--- src/rtl/timer_cfg.svh ---
// constants of the sixteen bit timer: register offsets, reset values, codes
// assumes inclusion by the timer module and its testbench only
`ifndef TIMER_CFG_SVH
`define TIMER_CFG_SVH

// register offsets on the plain register port
`define TMR_ADDR_CTRL 3'h0
`define TMR_ADDR_LOW 3'h1
`define TMR_ADDR_HIGH 3'h2
`define TMR_ADDR_GATE 3'h3
`define TMR_ADDR_STAT 3'h4
`define TMR_ADDR_MASK 3'h5

// reset values
`define TMR_CTRL_RESET 8'h00
`define TMR_GATE_RESET 2'h0
`define TMR_IRQ_RESET 2'h0
`define TMR_BYTE_ZERO 8'h00
`define TMR_COUNT_ZERO 16'h0000
`define TMR_COUNT_MAX 16'hFFFF
`define TMR_COUNT_ONE 16'h0001

// clock select codes
`define TMR_CLK_INSTR 2'h0
`define TMR_CLK_SYS 2'h1
`define TMR_CLK_EXT 2'h2

// prescale codes and divider terminal counts
`define TMR_PRE_1 2'h0
`define TMR_PRE_2 2'h1
`define TMR_PRE_4 2'h2
`define TMR_PRE_8 2'h3
`define TMR_PRE_LAST_1 3'h0
`define TMR_PRE_LAST_2 3'h1
`define TMR_PRE_LAST_4 3'h3
`define TMR_PRE_LAST_8 3'h7
`define TMR_PRE_ZERO 3'h0
`define TMR_PRE_STEP 3'h1

// instruction clock is the system clock divided by four
`define TMR_INSTR_LAST 2'h3
`define TMR_INSTR_ZERO 2'h0
`define TMR_INSTR_STEP 2'h1

// field positions of the gate, status and mask registers
`define TMR_GATE_EN_BIT 0
`define TMR_GATE_POL_BIT 1
`define TMR_IRQ_OVF_BIT 0
`define TMR_IRQ_GATE_BIT 1

// synchroniser lanes
`define TMR_SYNC_WIDTH 5
`define TMR_LANE_EXT 0
`define TMR_LANE_XTAL 1
`define TMR_LANE_DIG 2
`define TMR_LANE_GATE 3
`define TMR_LANE_CFG 4

`endif

--- src/rtl/timer_pkg.sv ---
// types shared by the sixteen bit timer
// assumes nothing beyond the constants header
package timer_pkg;

  // layout of the timer_control register, bit 7 first
  typedef struct packed {
    logic [1:0] clock_select;
    logic [1:0] prescale_select;
    logic secondary_osc_enable;
    logic sync_bypass;
    logic wide_access_enable;
    logic run_enable;
  } control_s;

  // gate configuration, bit 1 first
  typedef struct packed {
    logic gate_polarity;
    logic gate_enable;
  } gate_s;

endpackage : timer_pkg

--- src/rtl/timer_sixteen_bit_counter.sv ---
// sixteen bit timer/counter with prescaler, gate, special event clear and irq
// assumes a plain register port on i_sys_clk and raw pins from outside
//
// The register offsets and the address-and-strobe port were chosen for this implementation.
`timescale 1ns/1ps
`include "timer_cfg.svh"

module timer_sixteen_bit_counter (
  input wire logic i_sys_clk,
  input wire logic i_arst_n,
  input wire logic [2:0] i_addr,
  input wire logic [7:0] i_wdata,
  input wire logic i_wr,
  input wire logic i_rd,
  input wire logic i_special_event,
  input wire logic i_external_count_pin,
  input wire logic i_crystal_in_pin,
  input wire logic i_external_digital_clock_pin,
  input wire logic i_gate_pin,
  input wire logic i_secondary_source_config,
  output logic [7:0] o_rdata,
  output logic o_irq,
  output logic o_crystal_out_pin,
  output logic o_osc_enable
);

  // ************************************************
  // reset release and pin synchronisers
  // ************************************************
  logic [1:0] rst_sync_ff;
  logic rst_n;
  logic [`TMR_SYNC_WIDTH-1:0] meta_ff;
  logic [`TMR_SYNC_WIDTH-1:0] pin_ff;
  logic [`TMR_SYNC_WIDTH-1:0] pin_raw;

  // reset asserts at once, releases two edges later
  always_ff @(posedge i_sys_clk or negedge i_arst_n)
  begin
    if (!i_arst_n)
      rst_sync_ff <= 2'h0;
    else
      rst_sync_ff <= {rst_sync_ff[0], 1'b1};
  end
  assign rst_n = rst_sync_ff[1];

  assign pin_raw[`TMR_LANE_EXT] = i_external_count_pin;
  assign pin_raw[`TMR_LANE_XTAL] = i_crystal_in_pin;
  assign pin_raw[`TMR_LANE_DIG] = i_external_digital_clock_pin;
  assign pin_raw[`TMR_LANE_GATE] = i_gate_pin;
  assign pin_raw[`TMR_LANE_CFG] = i_secondary_source_config;

  // two flops per pin; meta_ff is read by pin_ff only
  for (genvar g = 0; g < `TMR_SYNC_WIDTH; g++)
  begin : g_sync
    always_ff @(posedge i_sys_clk or negedge rst_n)
    begin
      if (!rst_n)
      begin
        meta_ff[g] <= 1'b0;
        pin_ff[g] <= 1'b0;
      end
      else
      begin
        meta_ff[g] <= pin_raw[g];
        pin_ff[g] <= meta_ff[g];
      end
    end
  end

  // ************************************************
  // registers
  // ************************************************
  timer_pkg::control_s ctrl_ff;
  timer_pkg::gate_s gate_ff;
  logic [1:0] stat_ff;
  logic [1:0] mask_ff;
  logic [15:0] count_ff;
  logic [7:0] rd_buf_ff;
  logic [7:0] wr_buf_ff;
  logic wr_ctrl;
  logic wr_low;
  logic wr_high;
  logic rd_low;

  assign wr_ctrl = i_wr && (i_addr == `TMR_ADDR_CTRL);
  assign wr_low = i_wr && (i_addr == `TMR_ADDR_LOW);
  assign wr_high = i_wr && (i_addr == `TMR_ADDR_HIGH);
  assign rd_low = i_rd && (i_addr == `TMR_ADDR_LOW);

  // control and gate configuration
  always_ff @(posedge i_sys_clk or negedge rst_n)
  begin
    if (!rst_n)
    begin
      ctrl_ff <= `TMR_CTRL_RESET;
      gate_ff <= `TMR_GATE_RESET;
      mask_ff <= `TMR_IRQ_RESET;
    end
    else if (i_wr)
    begin
      if (wr_ctrl)
        ctrl_ff <= i_wdata;
      if (i_addr == `TMR_ADDR_GATE)
        gate_ff <= i_wdata[1:0];
      if (i_addr == `TMR_ADDR_MASK)
        mask_ff <= i_wdata[1:0];
    end
  end

  // ************************************************
  // clock source selection
  // ************************************************
  logic [1:0] instr_div_ff;
  logic instr_tick;
  logic ext_src;
  logic ext_prev_ff;
  logic ext_rise;
  logic ext_rise_ff;
  logic ext_tick;
  logic src_tick;

  // free running divide by four for the instruction clock
  always_ff @(posedge i_sys_clk or negedge rst_n)
  begin
    if (!rst_n)
      instr_div_ff <= `TMR_INSTR_ZERO;
    else
      instr_div_ff <= instr_div_ff + `TMR_INSTR_STEP;
  end
  assign instr_tick = (instr_div_ff == `TMR_INSTR_LAST);

  always_comb
  begin
    if (!ctrl_ff.secondary_osc_enable)
      ext_src = pin_ff[`TMR_LANE_EXT];
    else if (pin_ff[`TMR_LANE_CFG])
      ext_src = pin_ff[`TMR_LANE_DIG];
    else
      ext_src = pin_ff[`TMR_LANE_XTAL];
  end

  // rising edge detect after the pin synchronisers
  always_ff @(posedge i_sys_clk or negedge rst_n)
  begin
    if (!rst_n)
    begin
      ext_prev_ff <= 1'b0;
      ext_rise_ff <= 1'b0;
    end
    else
    begin
      ext_prev_ff <= ext_src;
      ext_rise_ff <= ext_rise;
    end
  end
  assign ext_rise = ext_src && !ext_prev_ff;

  // bypass drops the extra alignment stage; pins stay double flopped
  assign ext_tick = ctrl_ff.sync_bypass ? ext_rise : ext_rise_ff;

  // internal codes; sync_bypass not consulted here
  always_comb
  begin
    unique case (ctrl_ff.clock_select)
      `TMR_CLK_INSTR: src_tick = instr_tick;
      `TMR_CLK_SYS: src_tick = 1'b1;
      `TMR_CLK_EXT: src_tick = ext_tick;
      default: src_tick = 1'b0; // reserved code never counts
    endcase
  end

  // ************************************************
  // gate, prescaler and counter
  // ************************************************
  logic gate_active;
  logic gate_prev_ff;
  logic gate_ok;
  logic [2:0] pre_cnt_ff;
  logic [2:0] pre_last;
  logic pre_in;
  logic inc;
  logic count_wr;

  // terminal count of the prescaler for each code
  function automatic logic [2:0] pre_last_of(input logic [1:0] code);
    unique case (code)
      `TMR_PRE_1: pre_last_of = `TMR_PRE_LAST_1;
      `TMR_PRE_2: pre_last_of = `TMR_PRE_LAST_2;
      `TMR_PRE_4: pre_last_of = `TMR_PRE_LAST_4;
      `TMR_PRE_8: pre_last_of = `TMR_PRE_LAST_8;
    endcase
  endfunction : pre_last_of

  // gate level compared against its polarity
  assign gate_active = (pin_ff[`TMR_LANE_GATE] == gate_ff.gate_polarity);
  assign gate_ok = !gate_ff.gate_enable || gate_active;
  assign count_wr = wr_low || (wr_high && !ctrl_ff.wide_access_enable);

  // only while running and the gate allows
  assign pre_in = ctrl_ff.run_enable && gate_ok && src_tick;
  // count advances once per prescaler wrap
  assign pre_last = pre_last_of(ctrl_ff.prescale_select);
  assign inc = pre_in && (pre_cnt_ff >= pre_last);

  // prescaler is cleared by count writes so a new value starts clean
  always_ff @(posedge i_sys_clk or negedge rst_n)
  begin
    if (!rst_n)
      pre_cnt_ff <= `TMR_PRE_ZERO;
    else if (count_wr || i_special_event || inc)
      pre_cnt_ff <= `TMR_PRE_ZERO;
    else if (pre_in)
      pre_cnt_ff <= pre_cnt_ff + `TMR_PRE_STEP;
  end

  // special event first, then software writes, then counting
  // byte writes; wide mode writes through the buffer
  always_ff @(posedge i_sys_clk or negedge rst_n)
  begin
    if (!rst_n)
      count_ff <= `TMR_COUNT_ZERO;
    else if (i_special_event)
      count_ff <= `TMR_COUNT_ZERO;
    // buffered high byte goes in with the low byte
    else if (wr_low && ctrl_ff.wide_access_enable)
      count_ff <= {wr_buf_ff, i_wdata};
    else if (wr_low)
      count_ff[7:0] <= i_wdata;
    else if (count_wr)
      count_ff[15:8] <= i_wdata;
    else if (inc)
      count_ff <= count_ff + `TMR_COUNT_ONE;
  end

  // high byte buffers for coherent wide access
  always_ff @(posedge i_sys_clk or negedge rst_n)
  begin
    if (!rst_n)
    begin
      rd_buf_ff <= `TMR_BYTE_ZERO;
      wr_buf_ff <= `TMR_BYTE_ZERO;
    end
    else
    begin
      if (rd_low)
        rd_buf_ff <= count_ff[15:8];
      if (wr_high)
        wr_buf_ff <= i_wdata;
    end
  end

  // ************************************************
  // interrupts and oscillator
  // ************************************************
  logic ovf_evt;
  logic gate_evt;
  logic [1:0] evt;
  logic wr_stat;

  assign ovf_evt = inc && (count_ff == `TMR_COUNT_MAX) && !i_special_event && !count_wr;
  // gate event when an enabled gate closes
  assign gate_evt = gate_ff.gate_enable && gate_prev_ff && !gate_active;
  assign evt[`TMR_IRQ_OVF_BIT] = ovf_evt;
  assign evt[`TMR_IRQ_GATE_BIT] = gate_evt;
  assign wr_stat = i_wr && (i_addr == `TMR_ADDR_STAT);

  always_ff @(posedge i_sys_clk or negedge rst_n)
  begin
    if (!rst_n)
      gate_prev_ff <= 1'b0;
    else
      gate_prev_ff <= gate_active;
  end

  // sticky flags, write one clears, a same cycle event wins
  always_ff @(posedge i_sys_clk or negedge rst_n)
  begin
    if (!rst_n)
      stat_ff <= `TMR_IRQ_RESET;
    else if (wr_stat)
      stat_ff <= (stat_ff & ~i_wdata[1:0]) | evt;
    else
      stat_ff <= stat_ff | evt;
  end

  // mask gates each flag onto the level interrupt
  always_ff @(posedge i_sys_clk or negedge rst_n)
  begin
    if (!rst_n)
      o_irq <= 1'b0;
    else
      o_irq <= |(stat_ff & mask_ff);
  end

  // inverter enabled only with the oscillator, low otherwise
  always_ff @(posedge i_sys_clk or negedge rst_n)
  begin
    if (!rst_n)
    begin
      o_osc_enable <= 1'b0;
      o_crystal_out_pin <= 1'b0;
    end
    else
    begin
      o_osc_enable <= ctrl_ff.secondary_osc_enable;
      o_crystal_out_pin <= ctrl_ff.secondary_osc_enable && !pin_ff[`TMR_LANE_XTAL];
    end
  end

  // ************************************************
  // read port, data one cycle after the strobe
  // ************************************************
  always_ff @(posedge i_sys_clk or negedge rst_n)
  begin
    if (!rst_n)
      o_rdata <= `TMR_BYTE_ZERO;
    else if (i_rd)
    begin
      unique case (i_addr)
        `TMR_ADDR_CTRL: o_rdata <= ctrl_ff;
        `TMR_ADDR_LOW: o_rdata <= count_ff[7:0];
        // wide mode returns the high byte caught at the low read
        `TMR_ADDR_HIGH: o_rdata <= ctrl_ff.wide_access_enable ? rd_buf_ff : count_ff[15:8];
        `TMR_ADDR_GATE: o_rdata <= {6'h00, gate_ff};
        `TMR_ADDR_STAT: o_rdata <= {6'h00, stat_ff};
        `TMR_ADDR_MASK: o_rdata <= {6'h00, mask_ff};
        default: o_rdata <= `TMR_BYTE_ZERO; // unmapped reads zero
      endcase
    end
  end

  // ************************************************
  // assertions
  // ************************************************
  a_halt_holds: assert property (
    @(posedge i_sys_clk) disable iff (!rst_n)
    (!ctrl_ff.run_enable && !i_wr && !i_special_event) |=> $stable(count_ff))
    else $error("count moved while halted");

  a_special_clear: assert property (
    @(posedge i_sys_clk) disable iff (!rst_n)
    i_special_event |=> (count_ff == `TMR_COUNT_ZERO))
    else $error("special event did not clear count");

  a_overflow_flag: assert property (
    @(posedge i_sys_clk) disable iff (!rst_n)
    ovf_evt |=> stat_ff[`TMR_IRQ_OVF_BIT] ##1 o_irq == mask_ff[`TMR_IRQ_OVF_BIT])
    else $error("overflow flag or irq wrong");

  a_sys_rate: assert property (
    @(posedge i_sys_clk) disable iff (!rst_n)
    (ctrl_ff.run_enable && ctrl_ff.clock_select == `TMR_CLK_SYS && gate_ok
     && ctrl_ff.prescale_select == `TMR_PRE_1 && !i_wr && !i_special_event)
    |=> count_ff == $past(count_ff) + `TMR_COUNT_ONE)
    else $error("system clock source did not count every cycle");

  a_instr_spacing: assert property (
    @(posedge i_sys_clk) disable iff (!rst_n)
    instr_tick |=> !instr_tick [*3] ##1 instr_tick)
    else $error("instruction clock not one in four");

  a_prescale_two: assert property (
    @(posedge i_sys_clk) disable iff (!rst_n)
    (pre_in && ctrl_ff.prescale_select == `TMR_PRE_2 && pre_cnt_ff == `TMR_PRE_ZERO)
    |-> !inc)
    else $error("divide by two counted on first tick");

  a_gate_blocks: assert property (
    @(posedge i_sys_clk) disable iff (!rst_n)
    (gate_ff.gate_enable && !gate_active) |-> !inc)
    else $error("closed gate let the count advance");

  a_internal_nosync: assert property (
    @(posedge i_sys_clk) disable iff (!rst_n)
    (ctrl_ff.clock_select == `TMR_CLK_INSTR) |-> (src_tick == instr_tick))
    else $error("internal source depends on sync select");

  a_wide_latch: assert property (
    @(posedge i_sys_clk) disable iff (!rst_n)
    (rd_low && ctrl_ff.wide_access_enable) ##1 (i_rd && i_addr == `TMR_ADDR_HIGH)
    |=> o_rdata == $past(count_ff[15:8], 2))
    else $error("wide read lost the latched high byte");

  a_osc_off: assert property (
    @(posedge i_sys_clk) disable iff (!rst_n)
    !ctrl_ff.secondary_osc_enable |=> (!o_osc_enable && !o_crystal_out_pin))
    else $error("oscillator driven while disabled");

endmodule : timer_sixteen_bit_counter

--- config.mk ---
export PLATFORM = sky130hd
export DESIGN_NAME = timer_sixteen_bit_counter
export DESIGN_NICKNAME = d
export VERILOG_FILES = /design/src/rtl/timer_pkg.sv /design/src/rtl/timer_sixteen_bit_counter.sv
export VERILOG_INCLUDE_DIRS = /design/src /design/src/rtl
export SDC_FILE = /design/constraint.sdc
export NUM_CORES = 1
export LEC_CHECK = 0
export BUFFER_PORTS_ARGS = -buffer_cell sky130_fd_sc_hd__buf_2
export CAP_MARGIN = 20
export CORE_MARGIN = 4
export CORE_UTILIZATION = 59
export CTS_CLUSTER_DIAMETER = 80
export DETAILED_ROUTE_END_ITERATION = 6
export GPL_TIMING_DRIVEN = 1
export PLACE_DENSITY = 0.79
export SYNTH_ARGS = -nofsm -noshare
export SYNTH_HDL_FRONTEND = slang
export SYNTH_SLANG_ARGS = --single-unit
--- constraint.sdc ---
create_clock -name i_sys_clk -period 3.2 [get_ports i_sys_clk]
set_input_delay 0.32 -clock i_sys_clk [delete_from_list [all_inputs] [get_ports i_sys_clk]]
set_output_delay 0.32 -clock i_sys_clk [all_outputs]
set_load 0.005 [all_outputs]
== Word-level counts from Yosys, hierarchy flattened ==
Index checks and enable logic that the tools add are counted.

* Output and inout bits: 11
* Bits in registers: 77
* Logic and storage cells: 115
* Bits of input ports: 21

* $lt $le $gt $ge: 1
* Eq/ne operators: 15
* $add $sub $neg: 3
* Reduce and logical (&&, ||, !) cells: 40
* Bitwise gates (word level): 5
* Multiplexer cells: 17

{| class="wikitable"
|+ Operators with widths
! cell !! count
|-
| 16-bit 2-to-1 mux || 3
|-
| 8-bit case mux with 6 select lines || 1
|-
| 8-bit 2-to-1 mux || 5
|-
| 1-bit logical AND || 17
|-
| 16-bit by 1-bit adder with 16-bit output (second input constant) || 1
|-
| 16-bit == test (second input constant) || 1
|-
| 3-bit case mux with 4 select lines || 1
|-
| 2-bit AND reduction || 5
|-
| 2-bit == test (second input constant) || 4
|-
| 4-bit nonzero test || 2
|-
| 1-bit logical NOT || 7
|-
| 3-bit by 2-bit == test with 1-bit output (second input constant) || 2
|-
| 3-bit == test (second input constant) || 2
|-
| 3-bit 2-to-1 mux || 2
|-
| 2-bit bitwise AND || 2
|-
| 2-bit by 1-bit == test with 1-bit output (second input constant) || 2
|-
| 2-bit logical NOT || 2
|-
| 1-bit logical OR || 4
|-
| 4-bit by 3-bit != test with 1-bit output (second input constant) || 1
|-
| 2-bit OR || 2
|-
| 3-bit by 1-bit adder with 3-bit output (second input constant) || 1
|-
| 3-bit by 1-bit == test with 1-bit output (second input constant) || 1
|-
| 3-bit greater-or-equal comparator || 1
|-
| 3-bit logical NOT || 1
|-
| other kinds (9) || 11
|}

== Depth between registers and ports, before layout ==
* Depth after elaboration: 12
* Depth in mapped cells: 9
* Mapped depth without buffers: 8

== Least setup slack after synthesis ==
Ideal clock, no wire load.

* Path kind: reg2reg
* Start: register ctrl_ff[4] in the netlist's numbering
* End: register count_ff[5]
* Slack: 0.734 ns
* Path buffers: 0
* Cell stages (with the launch flop): 9
* Period minus slack after synthesis: 2.466 ns
* Arrival time: 2.370 ns
* Library setup time: 0.096 ns
* Required time: 3.104 ns
* Cells stage by stage: dfrtp_1 or2_2 ha_1 nor2b_1 o21ai_1 nand2_1 or3_4 or3_1 a311oi_2

* Cells in the longest elaborated chain, start to end: 6
* Elaborated cells between the ends (all ways): 9
* Classes of those cells: order compare (1); eq/ne (3); mux (1); reduce/logical (4)

{| class="wikitable"
|+ RTL lines
! what !! line !! RTL
|-
| from (decl) || timer_sixteen_bit_counter.sv:73 || <nowiki>timer_pkg::control_s ctrl_ff;</nowiki>
|-
| from (signal assigned) || timer_sixteen_bit_counter.sv:95 || <nowiki>ctrl_ff <= `TMR_CTRL_RESET;</nowiki>
|-
| from (signal assigned) || timer_sixteen_bit_counter.sv:102 || <nowiki>ctrl_ff <= i_wdata;</nowiki>
|-
| 2-bit == test (tied with other cells) || timer_sixteen_bit_counter.sv:186 || <nowiki>unique case (code)</nowiki>
|-
| 3-bit case mux with 4 select lines (*) || timer_sixteen_bit_counter.sv:186 ||
|-
| 3-bit greater-or-equal comparator (*) || timer_sixteen_bit_counter.sv:203 || <nowiki>assign inc = pre_in && (pre_cnt_ff >= pre_last);</nowiki>
|-
| 1-bit logical AND (*) || timer_sixteen_bit_counter.sv:203 ||
|-
| 4-bit nonzero test (no line) (*) || - ||
|-
| 2-bit AND reduction (no line) (*) || - ||
|-
| to (signal assigned) || timer_sixteen_bit_counter.sv:221 || <nowiki>count_ff <= `TMR_COUNT_ZERO;</nowiki>
|-
| to (signal assigned) || timer_sixteen_bit_counter.sv:223 || <nowiki>count_ff <= `TMR_COUNT_ZERO;</nowiki>
|-
| to (signal assigned) || timer_sixteen_bit_counter.sv:226 || <nowiki>count_ff <= {wr_buf_ff, i_wdata};</nowiki>
|-
| to (decl) || timer_sixteen_bit_counter.sv:77 || <nowiki>logic [15:0] count_ff;</nowiki>
|}

Mark *: on every way between the ends. The rest lies on a longest branch, timed or not.
A chain may end at the register's enable or synchronous reset.

== Worst setup path after layout ==
Ends and elaborated chain as after synthesis.

==> results.json <==
{
  "status": "finished clean",
  "reg2reg_depth": 8,
  "start_kind": "flip-flop",
  "drt-total-wl_mm": 8.44,
  "start_util": 0.620,
  "wl_per_cell_um": 18.0,
  "critPathRequiredTime_ns": 3.46,
  "finalWeightedCongestion": 0.912,
  "postPlaceCellArea_um2": 3980,
  "fmax_mhz": 368,
  "synth-edff-count": 0,
  "grt_remaining_overflow": 0,
  "io_buffer_count": 31,
  "async_flop_share": 1.00,
  "syn_area_um2": 3730,
  "clk_pin_slew_worst_paths_ns": 0.08,
  "min_to": "meta_ff[3]",
  "synth-seq-cells": 77,
  "rsz0062_at_grt": "no",
  "cts_sinks": 77,
  "drv_cap": 0,
  "n_antenna_cell": 0,
  "grt_pass1_vias": 2740,
  "synth_warnings": 0,
  "synth_cells": 353,
  "p_comb_frac": 0.174,
  "fin_nets": 415,
  "h-tree-depth": 3,
  "hold_start": "i_gate_pin",
  "powerDensity_nw_per_um2": 569,
  "cts_setup_buffers": 0,
  "skew_ns": 0.00848,
  "die_h_um": 87.6,
  "postCtsHoldBufs": 1,
  "cp.arrival_ns": 2.98,
  "min_period_over_period": 0.850,
  "worstHoldPathCells": 1,
  "fill_cells": 448,
  "dr.pass1.iters": 5,
  "drc": 0,
  "cp_max_fo": 7,
  "min_path_type": "in -> reg",
  "yosys.area.top_type": "dfrtp_1",
  "fp-row-count": 28,
  "die_area_um2": 7670,
  "drive_gt1_frac": 0.239,
  "layout_commonest_cell": "dfrtp_1",
  "end_kind": "flip-flop",
  "worstMarginPinSlew_ns": 0.895,
  "setup_viol": 0,
  "r2r_start": "ctrl_ff[4]",
  "synth_area_leaders": "dfrtp_1 (52%), mux2_2 (8.4%), nor2_1 (3.6%), a21oi_1 (3.5%), mux2i_1 (3.2%)",
  "hpwl_mm": 5.97,
  "ir_worst_vdd_v": 0.000383,
  "synth_seq_area_share": 0.516,
  "grt_max_degree": 43,
  "cts_tree": "yes",
  "period_needed_ns": 2.72,
  "final_area_um2": 4200,
  "worstSkewPairLatency_ns": 0.36,
  "ys.flop_type": "dfrtp_1",
  "vias_per_cell": 6.16,
  "reg2reg_slack_ns": 0.48,
  "vias": 2884,
  "critical_path_class": "reg -> reg",
  "drv_slew": 0,
  "seq_area_um2": 1930,
  "power_frac_seq": 0.507,
  "tns_ns": 0,
  "p_clk_frac": 0.319,
  "syn_avg_cell_area_um2": 10.6,
  "r2r_end": "count_ff[5]",
  "multi_input_area_um2": 1690,
  "synth_cell_type_count": 48,
  "area_delta_synth_final_pct": 12.3,
  "clockRootBuffer": "clkbuf_8",
  "clockBufferDepth": 2,
  "synth_fp_nets": 380,
  "ant_nets": 0,
  "drtIter0Drc": 292,
  "p_sw_mw": 0.722,
  "switching_share": 0.302,
  "num_io_pins": 32,
  "p_leak_nw": 1.84,
  "grtUsageTotal": 0.240,
  "hold_viol_final": 0,
  "cts_resized": 0,
  "final_cell_mix": "dfrtp_1 (76), nor2_1 (36), buf_2 (31)",
  "cts_buffers": 9,
  "grt_pass1_wl_mm": 13.7,
  "yosysTopAreaCellShare": 0.516,
  "fp.dieW_um": 87.6,
  "p_int_mw": 1.67,
  "design.core.area_um2": 6030,
  "antenna_found_initial": 0,
  "relSlewSlack": 0.403
}
-- state kept, by name, indices dropped and copies added, names as in the netlist --
register / cells
wr_buf_ff: 8
o_crystal_out_pin: 1
rd_buf_ff: 8
pre_cnt_ff: 3
o_rdata: 8
ext_rise_ff: 1
ext_prev_ff: 1
pin_ff: 5
ctrl_ff: 8
stat_ff: 2
count_ff: 16
mask_ff: 2
gate_prev_ff: 1
instr_div_ff: 2
gate_ff: 2
rst_sync_ff: 2
o_osc_enable: 1
o_irq: 1
meta_ff: 5
-- layer usage --
layer / wire [µm] / GRT usage
met5: 0 / 0
met4: 246 / 0.114
met1: 3760 / 0.322
met2: 3980 / 0.369
met3: 459 / 0.0555
-- stage by stage --
stage                     setup WS, ns  std cells   util  hold WS [ns]  power [mW]
after floorplan                  0.734        353      -        0.0244        1.50
after global placement           0.644        451  0.661         0.106        1.62
after detailed placement         0.533        451  0.661         0.107        1.64
after CTS                        0.509        468  0.696        0.0533        2.40
after global routing             0.339        468  0.696        0.0365        2.53
final                            0.482        468  0.696        0.0622        2.39
-- power by group through the flow --
stage,sequential (mW),combinational (mW),clock [mW]
after floorplan,1.20,0.298,0
after global placement,1.22,0.397,0
after detailed placement,1.23,0.409,0
after CTS,1.21,0.413,0.774
after global routing,1.23,0.465,0.831
final,1.21,0.414,0.763
-- synthesized netlist by cell type, drive strengths merged (3+ instances only) --
| library cell | count |
|---|---|
| dfrtp | 77 |
| nor2 | 36 |
| mux2 | 28 |
| a21oi | 26 |
| o21ai | 22 |
| a211oi | 16 |
| o22ai | 15 |
| inv | 14 |
| nand2 | 13 |
| mux2i | 12 |
| clkbuf | 10 |
| nand3 | 10 |
| buf | 6 |
| ha | 6 |
| nand2b | 6 |
| nand4 | 5 |
| xnor2 | 5 |
| nor2b | 4 |
| nor3b | 4 |
| nor4 | 4 |
| nor3 | 3 |
| or3 | 3 |
| xor2 | 3 |
-- how the worst max path moves through the flow --
| stage | startpoint | endpoint | slack, ns |
|---|---|---|---|
| after CTS | ctrl_ff[4] | count_ff[5] | 0.51 |
| after global routing | ctrl_ff[4] | count_ff[5] | 0.34 |
| after detailed placement | ctrl_ff[4] | count_ff[5] | 0.53 |
| after global placement | ctrl_ff[4] | count_ff[5] | 0.64 |
| final | ctrl_ff[4] | count_ff[5] | 0.48 |
| after floorplan | ctrl_ff[4] | count_ff[5] | 0.73 |
-- cell type report --
class,instances,share of cell area
clock buffers,9,0.0295
clock inverters,7,0.0194
inverters,14,0.0125
multi-input cells,246,0.403
flip-flops and latches,77,0.460
well taps,75,0.0224
repair buffers,40,0.0537
-- logic make-up (layout without fill, tap and decap cells) --
family / after synthesis / after routing / synth area share
flops: 77 / 77 / 0.516
other cells: 1 / 1 / 0.00100
xor+xnor: 8 / 8 / 0.0188
mux: 41 / 41 / 0.123
buf+inv: 30 / 70 / 0.0315
simple gates: 98 / 98 / 0.137
compound gates: 92 / 92 / 0.153
fa+ha+maj: 6 / 6 / 0.0201
-- critical path, cell delays in order (launching register included) --
cell	delay, ns
dfrtp_1	0.41
or2_2	0.30
ha_1	0.27
nor2b_1	0.04
o21ai_1	0.30
nand2_1	0.23
or3_4	0.44
or3_1	0.38
a311oi_2	0.25
Note: power is estimated with default switching activity, not from simulation.
